--- src/common/btk_pkg.sv ---
/*
 * Package of the bit timer with on-off keying: register offsets, field
 * layouts, reset values, timing constants, the mode enumeration and the
 * control register struct.
 * Assumes a 32-bit Avalon-MM slave with byte addresses, registers in byte 0.
 */
package btk_pkg;

    // ************************************************************
    // Register map, byte addresses.
    // ************************************************************
    localparam logic [4:0] BTK_OFS_COUNT = 5'h00;
    localparam logic [4:0] BTK_OFS_CTRL = 5'h04;
    localparam logic [4:0] BTK_OFS_STATUS = 5'h08;
    localparam logic [4:0] BTK_OFS_MASK = 5'h0C;
    localparam logic [4:0] BTK_OFS_CLKPWR = 5'h10;

    // ************************************************************
    // Status and mask bit positions.
    // ************************************************************
    localparam int BTK_FLAG_EMPTY = 0; // Buffer empty, vector 0x04.
    localparam int BTK_FLAG_EDGE = 1; // Receive edge captured.
    localparam int BTK_FLAG_DONE = 2; // Transmission or interval done, vector 0x02.

    // ************************************************************
    // Reset values and counts.
    // ************************************************************
    localparam logic [7:0] BTK_RST_COUNT = 8'h00;
    localparam logic [7:0] BTK_RST_CTRL = 8'h00;
    localparam logic [2:0] BTK_RST_FLAGS = 3'h0;
    localparam logic [2:0] BTK_RST_CLKSEL = 3'h0;
    localparam logic [9:0] BTK_CNT_MAX = 10'h3FF;
    localparam int BTK_CLK_NS = 50; // System clock period.
    localparam int BTK_BUS_WAIT = 1; // Wait cycles before each answer.

    // ************************************************************
    // Modes and control register layout.
    // ************************************************************
    typedef enum logic [1:0] {
        BTK_OFF = 2'b00,
        BTK_TX = 2'b01,
        BTK_RX = 2'b10,
        BTK_TMR = 2'b11
    } btk_mode_e;

    typedef struct packed {
        logic [1:0] cnt_hi; // Upper two bits of the count value.
        logic [1:0] rsv; // Reads as zero.
        btk_mode_e mode; // Operating mode.
        logic full; // A bit waits in the data bit, read only.
        logic data; // Next bit to send, or last edge polarity.
    } btk_ctrl_s;

endpackage : btk_pkg

--- src/core/btk_bit_timer.sv ---
/*
 * Bit timer with on-off keying of a transmitter, edge timing on a pulse
 * input, and a generic interval mode, behind an Avalon-MM slave.
 * Assumes one system clock, a synchronous active-high reset, a pulse pin
 * that is asynchronous to the clock, and a master that holds each request
 * until waitrequest is seen low.
 */
// The Avalon-MM slave port and the register addresses were chosen for this implementation.
`timescale 1ns/1ns
// Notes on behaviour
// - Slot lasts clock period times count plus one.
// - Count is ten bits from two registers.
// - Slot clock divided from system clock by selection.
// - Timer keys the transmitter; software encodes bits.
// - Taking buffered bit sets flag 0, interrupt.
// - Zero count with empty buffer sets flag 2.
// - Flags stay readable for polling without interrupts.
// - Receive counts up, captures count at edges.
// - Rising edge sets the data bit.
// - Falling edge clears the data bit.
// - Generic timer never keys, interrupts after interval.
// - Reset returns all registers to initial values.
module btk_bit_timer
    import btk_pkg::*;
(
    input wire logic clk_sys,
    input wire logic reset,
    input wire logic ce,
    input wire logic [4:0] avs_address,
    input wire logic avs_read,
    input wire logic avs_write,
    input wire logic [31:0] avs_writedata,
    input wire logic [3:0] avs_byteenable,
    output logic [31:0] avs_readdata,
    output logic avs_waitrequest,
    input wire logic pulse_input_pin,
    output logic tx_key,
    output logic irq
);

    // ************************************************************
    // State and next values.
    // ************************************************************
    btk_ctrl_s ctrl_reg, ctrl_next;
    logic [7:0] cnt_lo_reg, cnt_lo_next;
    logic [2:0] st_reg, st_next;
    logic [2:0] mask_reg, mask_next;
    logic [2:0] clksel_reg, clksel_next;
    logic [7:0] pre_reg, pre_next;
    logic [9:0] cnt_reg, cnt_next;
    logic active_reg, active_next;
    logic key_reg, key_next;
    logic irq_reg, irq_next;
    logic wait_reg, wait_next;
    logic [31:0] rdata_reg, rdata_next;
    logic [1:0] pin_sync_reg, pin_sync_next;
    logic pin_last_reg, pin_last_next;

    // ************************************************************
    // Helper terms.
    // ************************************************************
    logic [2:0] set_w;
    logic [2:0] clr_w;
    logic wr_w;
    logic tick_w;
    logic take_w;
    logic done_w;
    logic edge_w;
    logic [7:0] pre_mask_w;
    logic [9:0] countval_w;

    // Outputs come straight from their flip-flops.
    assign avs_readdata = rdata_reg;
    assign avs_waitrequest = wait_reg;
    assign tx_key = key_reg;
    assign irq = irq_reg;

    // Next-state logic for the whole block.
    always_comb begin
        ctrl_next = ctrl_reg;
        cnt_lo_next = cnt_lo_reg;
        mask_next = mask_reg;
        clksel_next = clksel_reg;
        cnt_next = cnt_reg;
        active_next = active_reg;
        key_next = key_reg;
        rdata_next = rdata_reg;
        set_w = 3'h0;
        clr_w = 3'h0;
        take_w = 1'b0;
        done_w = 1'b0;
        // Two flip-flops before the pin is looked at; edges from the second.
        pin_sync_next = {pin_sync_reg[0], pulse_input_pin};
        pin_last_next = pin_sync_reg[1];
        edge_w = pin_sync_reg[1] ^ pin_last_reg;
        // One wait cycle, then the answer with waitrequest low.
        wait_next = !((avs_read || avs_write) && wait_reg);
        wr_w = avs_write && !wait_reg && avs_byteenable[0];
        // Slot tick every 2^clksel system clocks.
        pre_mask_w = 8'((9'h001 << clksel_reg) - 9'h001);
        tick_w = (pre_reg & pre_mask_w) == pre_mask_w;
        pre_next = (ctrl_reg.mode == BTK_OFF) ? 8'h00 : pre_reg + 8'h01;
        countval_w = {ctrl_reg.cnt_hi, cnt_lo_reg};

        // Mode machine.
        case (ctrl_reg.mode)
            BTK_TX, BTK_TMR: begin
                if (tick_w) begin
                    if (active_reg && cnt_reg != 10'h000) begin
                        cnt_next = cnt_reg - 10'h001;
                    end else if (ctrl_reg.mode == BTK_TMR) begin
                        // Interval over: flag it and start again.
                        done_w = active_reg;
                        active_next = 1'b1;
                        cnt_next = countval_w;
                        key_next = 1'b0;
                    end else if (ctrl_reg.full) begin
                        // Take the buffered bit and key the next slot with its value.
                        take_w = 1'b1;
                        active_next = 1'b1;
                        cnt_next = countval_w;
                        key_next = ctrl_reg.data;
                        ctrl_next.full = 1'b0;
                    end else begin
                        // Count out with nothing buffered.
                        done_w = active_reg;
                        active_next = 1'b0;
                        key_next = 1'b0;
                    end
                end
            end
            BTK_RX: begin
                key_next = 1'b0;
                if (edge_w) begin
                    // Store the elapsed count and the edge polarity.
                    cnt_lo_next = cnt_reg[7:0];
                    ctrl_next.cnt_hi = cnt_reg[9:8];
                    ctrl_next.data = pin_sync_reg[1];
                    set_w[BTK_FLAG_EDGE] = 1'b1;
                    cnt_next = 10'h000;
                end else if (tick_w && cnt_reg != BTK_CNT_MAX) begin
                    cnt_next = cnt_reg + 10'h001;
                end
            end
            default: begin
                active_next = 1'b0;
                key_next = 1'b0;
                cnt_next = 10'h000;
            end
        endcase
        set_w[BTK_FLAG_EMPTY] = take_w;
        set_w[BTK_FLAG_DONE] = done_w;

        // Register writes from software.
        if (wr_w) begin
            case (avs_address)
                BTK_OFS_COUNT: begin
                    cnt_lo_next = avs_writedata[7:0];
                end
                BTK_OFS_CTRL: begin
                    ctrl_next.cnt_hi = avs_writedata[7:6];
                    ctrl_next.mode = btk_mode_e'(avs_writedata[3:2]);
                    ctrl_next.data = avs_writedata[0];
                    // A write in transmit mode fills the one-bit buffer.
                    ctrl_next.full = (avs_writedata[3:2] == BTK_TX);
                    if (avs_writedata[3:2] != ctrl_reg.mode) begin
                        active_next = 1'b0;
                        key_next = 1'b0;
                        cnt_next = 10'h000;
                    end
                end
                BTK_OFS_STATUS: begin
                    clr_w = avs_writedata[2:0];
                end
                BTK_OFS_MASK: begin
                    mask_next = avs_writedata[2:0];
                end
                BTK_OFS_CLKPWR: begin
                    clksel_next = avs_writedata[2:0];
                end
                default: begin
                end
            endcase
        end
        // Hardware set wins over a write-one clear in the same cycle.
        st_next = (st_reg & ~clr_w) | set_w;

        // Read data, zero for unmapped offsets.
        if (avs_read && wait_reg) begin
            case (avs_address)
                BTK_OFS_COUNT: rdata_next = {24'h000000, cnt_lo_reg};
                BTK_OFS_CTRL: rdata_next = {24'h000000, ctrl_reg};
                BTK_OFS_STATUS: rdata_next = {29'h00000000, st_reg};
                BTK_OFS_MASK: rdata_next = {29'h00000000, mask_reg};
                BTK_OFS_CLKPWR: rdata_next = {29'h00000000, clksel_reg};
                default: rdata_next = 32'h00000000;
            endcase
        end
        // Level interrupt while any enabled flag stands.
        irq_next = |(st_next & mask_next);
    end

    // Registers, held while the clock enable is low.
    always_ff @(posedge clk_sys) begin
        if (reset) begin
            // All registers return to their initial values.
            ctrl_reg <= btk_ctrl_s'(BTK_RST_CTRL);
            cnt_lo_reg <= BTK_RST_COUNT;
            st_reg <= BTK_RST_FLAGS;
            mask_reg <= BTK_RST_FLAGS;
            clksel_reg <= BTK_RST_CLKSEL;
            pre_reg <= 8'h00;
            cnt_reg <= 10'h000;
            active_reg <= 1'b0;
            key_reg <= 1'b0;
            irq_reg <= 1'b0;
            wait_reg <= 1'b1;
            rdata_reg <= 32'h00000000;
            pin_sync_reg <= 2'h0;
            pin_last_reg <= 1'b0;
        end else if (ce) begin
            ctrl_reg <= ctrl_next;
            cnt_lo_reg <= cnt_lo_next;
            st_reg <= st_next;
            mask_reg <= mask_next;
            clksel_reg <= clksel_next;
            pre_reg <= pre_next;
            cnt_reg <= cnt_next;
            active_reg <= active_next;
            key_reg <= key_next;
            irq_reg <= irq_next;
            wait_reg <= wait_next;
            rdata_reg <= rdata_next;
            pin_sync_reg <= pin_sync_next;
            pin_last_reg <= pin_last_next;
        end
    end
endmodule : btk_bit_timer

--- config.mk ---
export PLATFORM = sky130hd
export DESIGN_NAME = btk_bit_timer
export DESIGN_NICKNAME = d
export VERILOG_FILES = /design/src/common/btk_pkg.sv /design/src/core/btk_bit_timer.sv
export SDC_FILE = /design/constraint.sdc
export NUM_CORES = 1
export LEC_CHECK = 0
export ABC_CLOCK_PERIOD_IN_PS = 7800
export BUFFER_PORTS_ARGS = -buffer_cell sky130_fd_sc_hd__buf_4
export CORE_UTILIZATION = 60
export DETAILED_ROUTE_END_ITERATION = 6
export HOLD_SLACK_MARGIN = 0.12
export PLACE_DENSITY = 0.87
export SYNTH_ARGS = -nofsm -noshare
export SYNTH_HDL_FRONTEND = slang
export SYNTH_SLANG_ARGS = --single-unit
--- constraint.sdc ---
create_clock -name clk_sys -period 7.8 [get_ports clk_sys]
set_clock_uncertainty 0.15 [all_clocks]
set_input_delay 0 -clock clk_sys [delete_from_list [all_inputs] [get_ports clk_sys]]
set_output_delay 0 -clock clk_sys [all_outputs]
set_load 0.1 [all_outputs]
== Word-level counts from Yosys, hierarchy flattened ==
Cells that the tools add are included.

* Flip-flop bits (word level): 80
* Bits of input ports: 47
* Output and inout port bits: 35
* Word-level logic and storage cells: 115

* Add/subtract/negate cells: 4
* Equality and inequality tests: 11
* Shifts and indexed selects: 1
* Multiplexer cells: 59
* Bitwise gates (word level): 6
* Reduce and logical (&&, ||, !) cells: 17

{| class="wikitable"
|+ Operators by type and width
! kind !! count
|-
| 2-to-1 mux 10 bit || 9
|-
| 2-to-1 mux 8 bit || 5
|-
| one-hot mux 8 bit (5 select lines) || 1
|-
| 2-to-1 mux 1 bit || 32
|-
| one-hot mux 10 bit (2 select lines) || 1
|-
| 2-to-1 mux 2 bit || 6
|-
| 2-to-1 mux 3 bit || 4
|-
| adder 10 x 1 -> 10 bit (second input constant) || 1
|-
| == test 5 x 4 -> 1 bit (second input constant) || 2
|-
| inequality test 10 bit (second input constant) || 1
|-
| nonzero test 10 bit || 1
|-
| subtractor 10 x 1 -> 10 bit (second input constant) || 1
|-
| adder 8 x 1 -> 8 bit (second input constant) || 1
|-
| AND 8 bit || 1
|-
| == test 8 bit || 1
|-
| << shifter 1 x 3 -> 8 bit (first input constant) || 1
|-
| subtractor 8 x 1 -> 8 bit (second input constant) || 1
|-
| AND 3 bit || 2
|-
| logical AND 1 bit || 6
|-
| AND reduction 3 bit || 2
|-
| == test 5 x 3 -> 1 bit (second input constant) || 1
|-
| == test 5 bit (second input constant) || 1
|-
| logical NOT 5 bit || 1
|-
| == test 2 x 1 -> 1 bit (second input constant) || 2
|-
| 12 further kinds || 14
|}

== Depth between registers and ports, before layout ==
* Depth in word-level cells: 11
* Mapped depth: 11
* Gate-level depth less buffers: 9

== Least setup slack after synthesis ==
No wires, ideal clock.

* Kind: flip-flop to flip-flop
* From: register wait_reg (netlist: avs_waitrequest)
* To: register cnt_lo_reg[2]
* Arrival time: 2.430 ns
* Data required time: 7.531 ns
* Path slack: 5.102 ns
* Stages on the path, launching flop included: 9
* Buffers on the path: 3
* Period minus slack after synthesis: 2.698 ns
* Cells stage by stage: dfxtp_1 > and3b_1 > clkbuf_1 > and3_1 > clkbuf_1 > o21ai_0 > inv_1 > buf_2 > o221a_2

* Word-level cells in the longest chain between the ends: 4

{| class="wikitable"
|+ Ends and longest elaborated chain
! item !! RTL line !! source
|-
| start: declaration || btk_bit_timer.sv:54 || <nowiki>logic wait_reg, wait_next;</nowiki>
|-
| start signal: assignment || btk_bit_timer.sv:232 || <nowiki>wait_reg <= wait_next;</nowiki>
|-
| logical NOT 1 bit || btk_bit_timer.sv:98 || <nowiki>wr_w = avs_write && !wait_reg && avs_byteenable[0];</nowiki>
|-
| logical AND 1 bit (2 in series) || btk_bit_timer.sv:98 ||
|-
| 2-to-1 mux 8 bit || btk_bit_timer.sv:155 || <nowiki>if (wr_w) begin</nowiki>
|-
| end signal: assignment || btk_bit_timer.sv:223 || <nowiki>cnt_lo_reg <= cnt_lo_next;</nowiki>
|-
| end: declaration || btk_bit_timer.sv:45 || <nowiki>logic [7:0] cnt_lo_reg, cnt_lo_next;</nowiki>
|}

No other way between the ends.
A chain may end at the register's enable or synchronous reset.

== Final worst setup path ==
* From: register clksel_reg[2]
* To: register cnt_reg[3]

* Word-level cells in the longest chain between the ends: 11
* Elaborated cells between the ends (all ways): 12
* Those cells by class: add/sub: 1; eq/ne: 1; shift: 1; mux: 7; bitwise: 1; reduce/logical: 1

{| class="wikitable"
|+ Ends and longest elaborated chain
! item !! RTL line !! source
|-
| start: declaration || btk_bit_timer.sv:48 || <nowiki>logic [2:0] clksel_reg, clksel_next;</nowiki>
|-
| start signal: assignment || btk_bit_timer.sv:226 || <nowiki>clksel_reg <= clksel_next;</nowiki>
|-
| << shifter 1 x 3 -> 8 bit * || btk_bit_timer.sv:100 || <nowiki>pre_mask_w = 8'((9'h001 << clksel_reg) - 9'h001);</nowiki>
|-
| subtractor 8 x 1 -> 8 bit * || btk_bit_timer.sv:100 ||
|-
| AND 8 bit || btk_bit_timer.sv:101 || <nowiki>tick_w = (pre_reg & pre_mask_w) == pre_mask_w;</nowiki>
|-
| == test 8 bit * || btk_bit_timer.sv:101 ||
|-
| logical AND 1 bit || btk_bit_timer.sv:141 || <nowiki>end else if (tick_w && cnt_reg != BTK_CNT_MAX) begin</nowiki>
|-
| 2-to-1 mux 10 bit || btk_bit_timer.sv:141 ||
|-
| 2-to-1 mux 10 bit || btk_bit_timer.sv:134 || <nowiki>if (edge_w) begin</nowiki>
|-
| one-hot mux 10 bit (2 select lines) * || btk_bit_timer.sv:106 || <nowiki>case (ctrl_reg.mode)</nowiki>
|-
| 2-to-1 mux 10 bit || btk_bit_timer.sv:166 || <nowiki>if (avs_writedata[3:2] != ctrl_reg.mode) begin</nowiki>
|-
| 2-to-1 mux 10 bit || btk_bit_timer.sv:156 || <nowiki>case (avs_address)</nowiki>
|-
| 2-to-1 mux 10 bit * || btk_bit_timer.sv:155 ||
|-
| end signal: assignment || btk_bit_timer.sv:228 || <nowiki>cnt_reg <= cnt_next;</nowiki>
|-
| end: declaration || btk_bit_timer.sv:50 || <nowiki>logic [9:0] cnt_reg, cnt_next;</nowiki>
|}

Every way passes the cells marked *; elsewhere a longest branch is shown, timed or not.

==> impl_results.md <==
- Outcome: finished clean
- Cell variety after synth: 69
- Simple-gate portion of the synthesized area: 0.273
- DP Wirelength: 7.48 mm
- Mux contribution to synthesized area: 0.0604
- Post-Syn Area: 3830 sq um
- Critical path buffers and inverters: 0
- Crit start category: flip-flop
- Placeable Area: 6030 sq um
- Worst reg2reg startpoint: clksel_reg[2]
- Fraction of layout cells with a size suffix above 1: 0.0914
- Static Leak: 1.64 nW
- Vias: 4021
- Synth Area in Compound Gates: 0.236
- Pin count of the biggest net entering global routing: 48
- GP Congestion: 0.921
- Commonest non-fill, non-tap cell in the layout: nor2_1
- Critical hold path startpoint: avs_byteenable[0]
- Reg-to-reg endpoint: cnt_reg[3]
- Ports: 82
- Tot Pwr: 555 uW
- WL/cell: 18.2 um
- Setup TNS: 0 ps
- Final hold violation count: 0
- CTS Buf Count: 5
- Finished Layout Cells: 611
- Final worst-path cycle share: 0.405
- Total GRT Usage: 0.345
- CTS Sinks: 55
- Vias per std cell: 6.58
- ANT cells: 0
- DRC: 0
- Critical Path RT: 7840 ps
- Worst R2R Setup Slack: 4640 ps
- Worst-Skew Late Latency: 330 ps
- Setup violators final: 0
- Worst Setup SP: clksel_reg[2]
- Initial DRT Pass Iterations: 5
- VDD IR max: 0.0000972 V
- Crit end category: flip-flop
- Postcts setup bufs: 0
- R2r worst-path depth: 8
- Adder-cell area share of the yosys netlist: 0.0131
- Worst path cell trace: or3_1 > ha_1 > nor2b_1 > mux2i_1 > nand2b_1 > or2_1 > o311ai_0 > a31oi_1
- Layout area overhead: 10.7%
- Antenna violations before repair: 0
- Final Critical Period: 3160 ps
- Post-layout instance area: 4250 sq um
- HP Class: input pin to flip-flop
- Sequential cell area fraction in the yosys report: 0.287
- PortBufs: 30
- Die footprint: 6710 sq um
- First-pass GRT wire length: 17.5 mm
- Max Fclk: 317 MHz
- Die H: 81.9 um
- RSZ-0062 raised after global routing: no
- Max clock buf depth: 2
- Seq cells post-synth: 55
- Pwr Density: 131 nW/um^2
- Main combinational cell family by area after synthesis: simple AND/OR/NAND/NOR gates
- Syn Area/Cell: 7.53 sq um
- Max incr delay on CP: 530 ps
- Synth Area in XOR/XNOR: 0.0206
- Commonest cells after routing, fill and taps aside: nor2_1, dfxtp_1, nand2_1
- Util after Layout: 0.705
- Count of yosys warnings during synthesis: 0
- Hold path cells: 6
- Worst Max-Slew Pin Slew: 993 ps
- Max-cap check violation count: 0
- Post-synth top flop: dfxtp_1
- CTS tree: yes
- Routed WL: 11.1 mm
- Worst Hold Path EP: mask_reg[0]
- Nets: 586
- Clk root buf: clkbuf_8
- Vias in the first global route: 3636
- WS Path Type: flip-flop to flip-flop
- FFs w/ async S/R, synth: 0
- Cell Rows: 28
- Number of flip-flops in the largest register: 10
- Post-synth EDFFs: 0
- Final ANT Viol Nets: 0
- Total congestion overflow: 0
- Max Slew Vio Count: 0
- CP max-delay cell: or2_1
- Initial Util: 0.636
- # placed instances: 576
- Data arrival, critical path: 3200 ps
- Headroom to the max-slew limit: 0.332
- Cells after Synth: 509
- Post-Place Cell Area: 3880 sq um
- CP max FO: 15
- Clock Pin Slew Worst Setup and Hold Paths: 110 ps
- Starting DRT DRC Count: 433
- Delay-heaviest family, CP: simple AND/OR/NAND/NOR gates
- Die Width: 81.9 um
- H-tree levels: 2
layout make-up:
class / instances / area (sq um)
inverter: 16 / 60.1
multi-input combinational: 400 / 2400
clock inverter: 3 / 22.5
timing repair buffer: 57 / 495
sequential: 55 / 1100
tap: 75 / 93.8
clock buffer: 5 / 68.8
fill: 477 / 1780
worst max path at each step:
stage	to	slack, ps	depth (start not counted)
6_report	cnt_reg[3]	4640	8
5_1_grt	cnt_reg[3]	4360	8
4_1_cts	cnt_reg[9]	4700	8
3_5_place_dp	cnt_reg[3]	4720	8
3_3_place_gp	cnt_reg[7]	4700	8
2_1_floorplan	cnt_lo_reg[2]	5100	8
where the power goes:
part           total (mW)  internal [mW]  switching, mW
clock network       0.169         0.0647          0.104
logic               0.102         0.0210         0.0806
registers           0.284          0.282        0.00190
total               0.555          0.368          0.187
logic make-up (layout without fill, tap and decap cells):
family                     Yosys count  in the layout
buffers and inverters               77             81
DFF                                 55             55
muxes                               23             23
other                                1             24
adders and majority gates            4              4
AOI/OAI and AO/OA                  124            124
and+or+nand+nor                    216            216
xor gates and xnor gates             9              9
timing repair:
action                                 4_1_cts  5_1_grt
resized for setup                            0        0
hold buffers                                27        0
endpoints found under the hold margin       50        0
setup endpoints to repair                    0        0
synthesized netlist by cell type, types with 5 or more instances:
master / instances / area share
clkbuf_1: 27 / 0.026
inv_1: 16 / 0.016
o21ai_0: 15 / 0.020
nor3_1: 14 / 0.018
nor2_1: 76 / 0.074
a311oi_1: 6 / 0.014
o31ai_1: 5 / 0.0098
xor2_1: 5 / 0.011
nand2_1: 46 / 0.045
o311ai_0: 5 / 0.011
nand2b_1: 7 / 0.011
buf_2: 6 / 0.0078
a31oi_1: 8 / 0.013
buf_4: 24 / 0.047
nand4_1: 5 / 0.0082
and3_1: 8 / 0.013
mux2i_1: 22 / 0.057
nand3_1: 23 / 0.030
nor4_1: 5 / 0.0082
a21oi_1: 28 / 0.037
or3_1: 9 / 0.015
a22oi_1: 10 / 0.020
dfxtp_1: 55 / 0.29
metrics by stage:
step / hold WS [ps] / setup WS, ps
2_1_floorplan: -6.06 / 5100
3_3_place_gp: 89.9 / 4700
3_5_place_dp: 111 / 4720
4_1_cts: 253 / 4700
5_1_grt: 316 / 4360
6_report: 261 / 4640
metal layers:
layer	GRT usage	part of all wire	up-vias
li1	-	-	1863
met1	0.438	0.41	1846
met2	0.560	0.46	263
met3	0.0589	0.087	49
met4	0.172	0.043	0
met5	0	0	-
tightest hold or removal path, delay by kind of cell:
| kind | cells | cell delay (ps) |
|---|---|---|
| buffers and inverters | 1 | 110 |
| multiplexers | 1 | 100 |
| AND/OR/NAND/NOR | 4 | 490 |
Power figures use the tool's default switching activity.
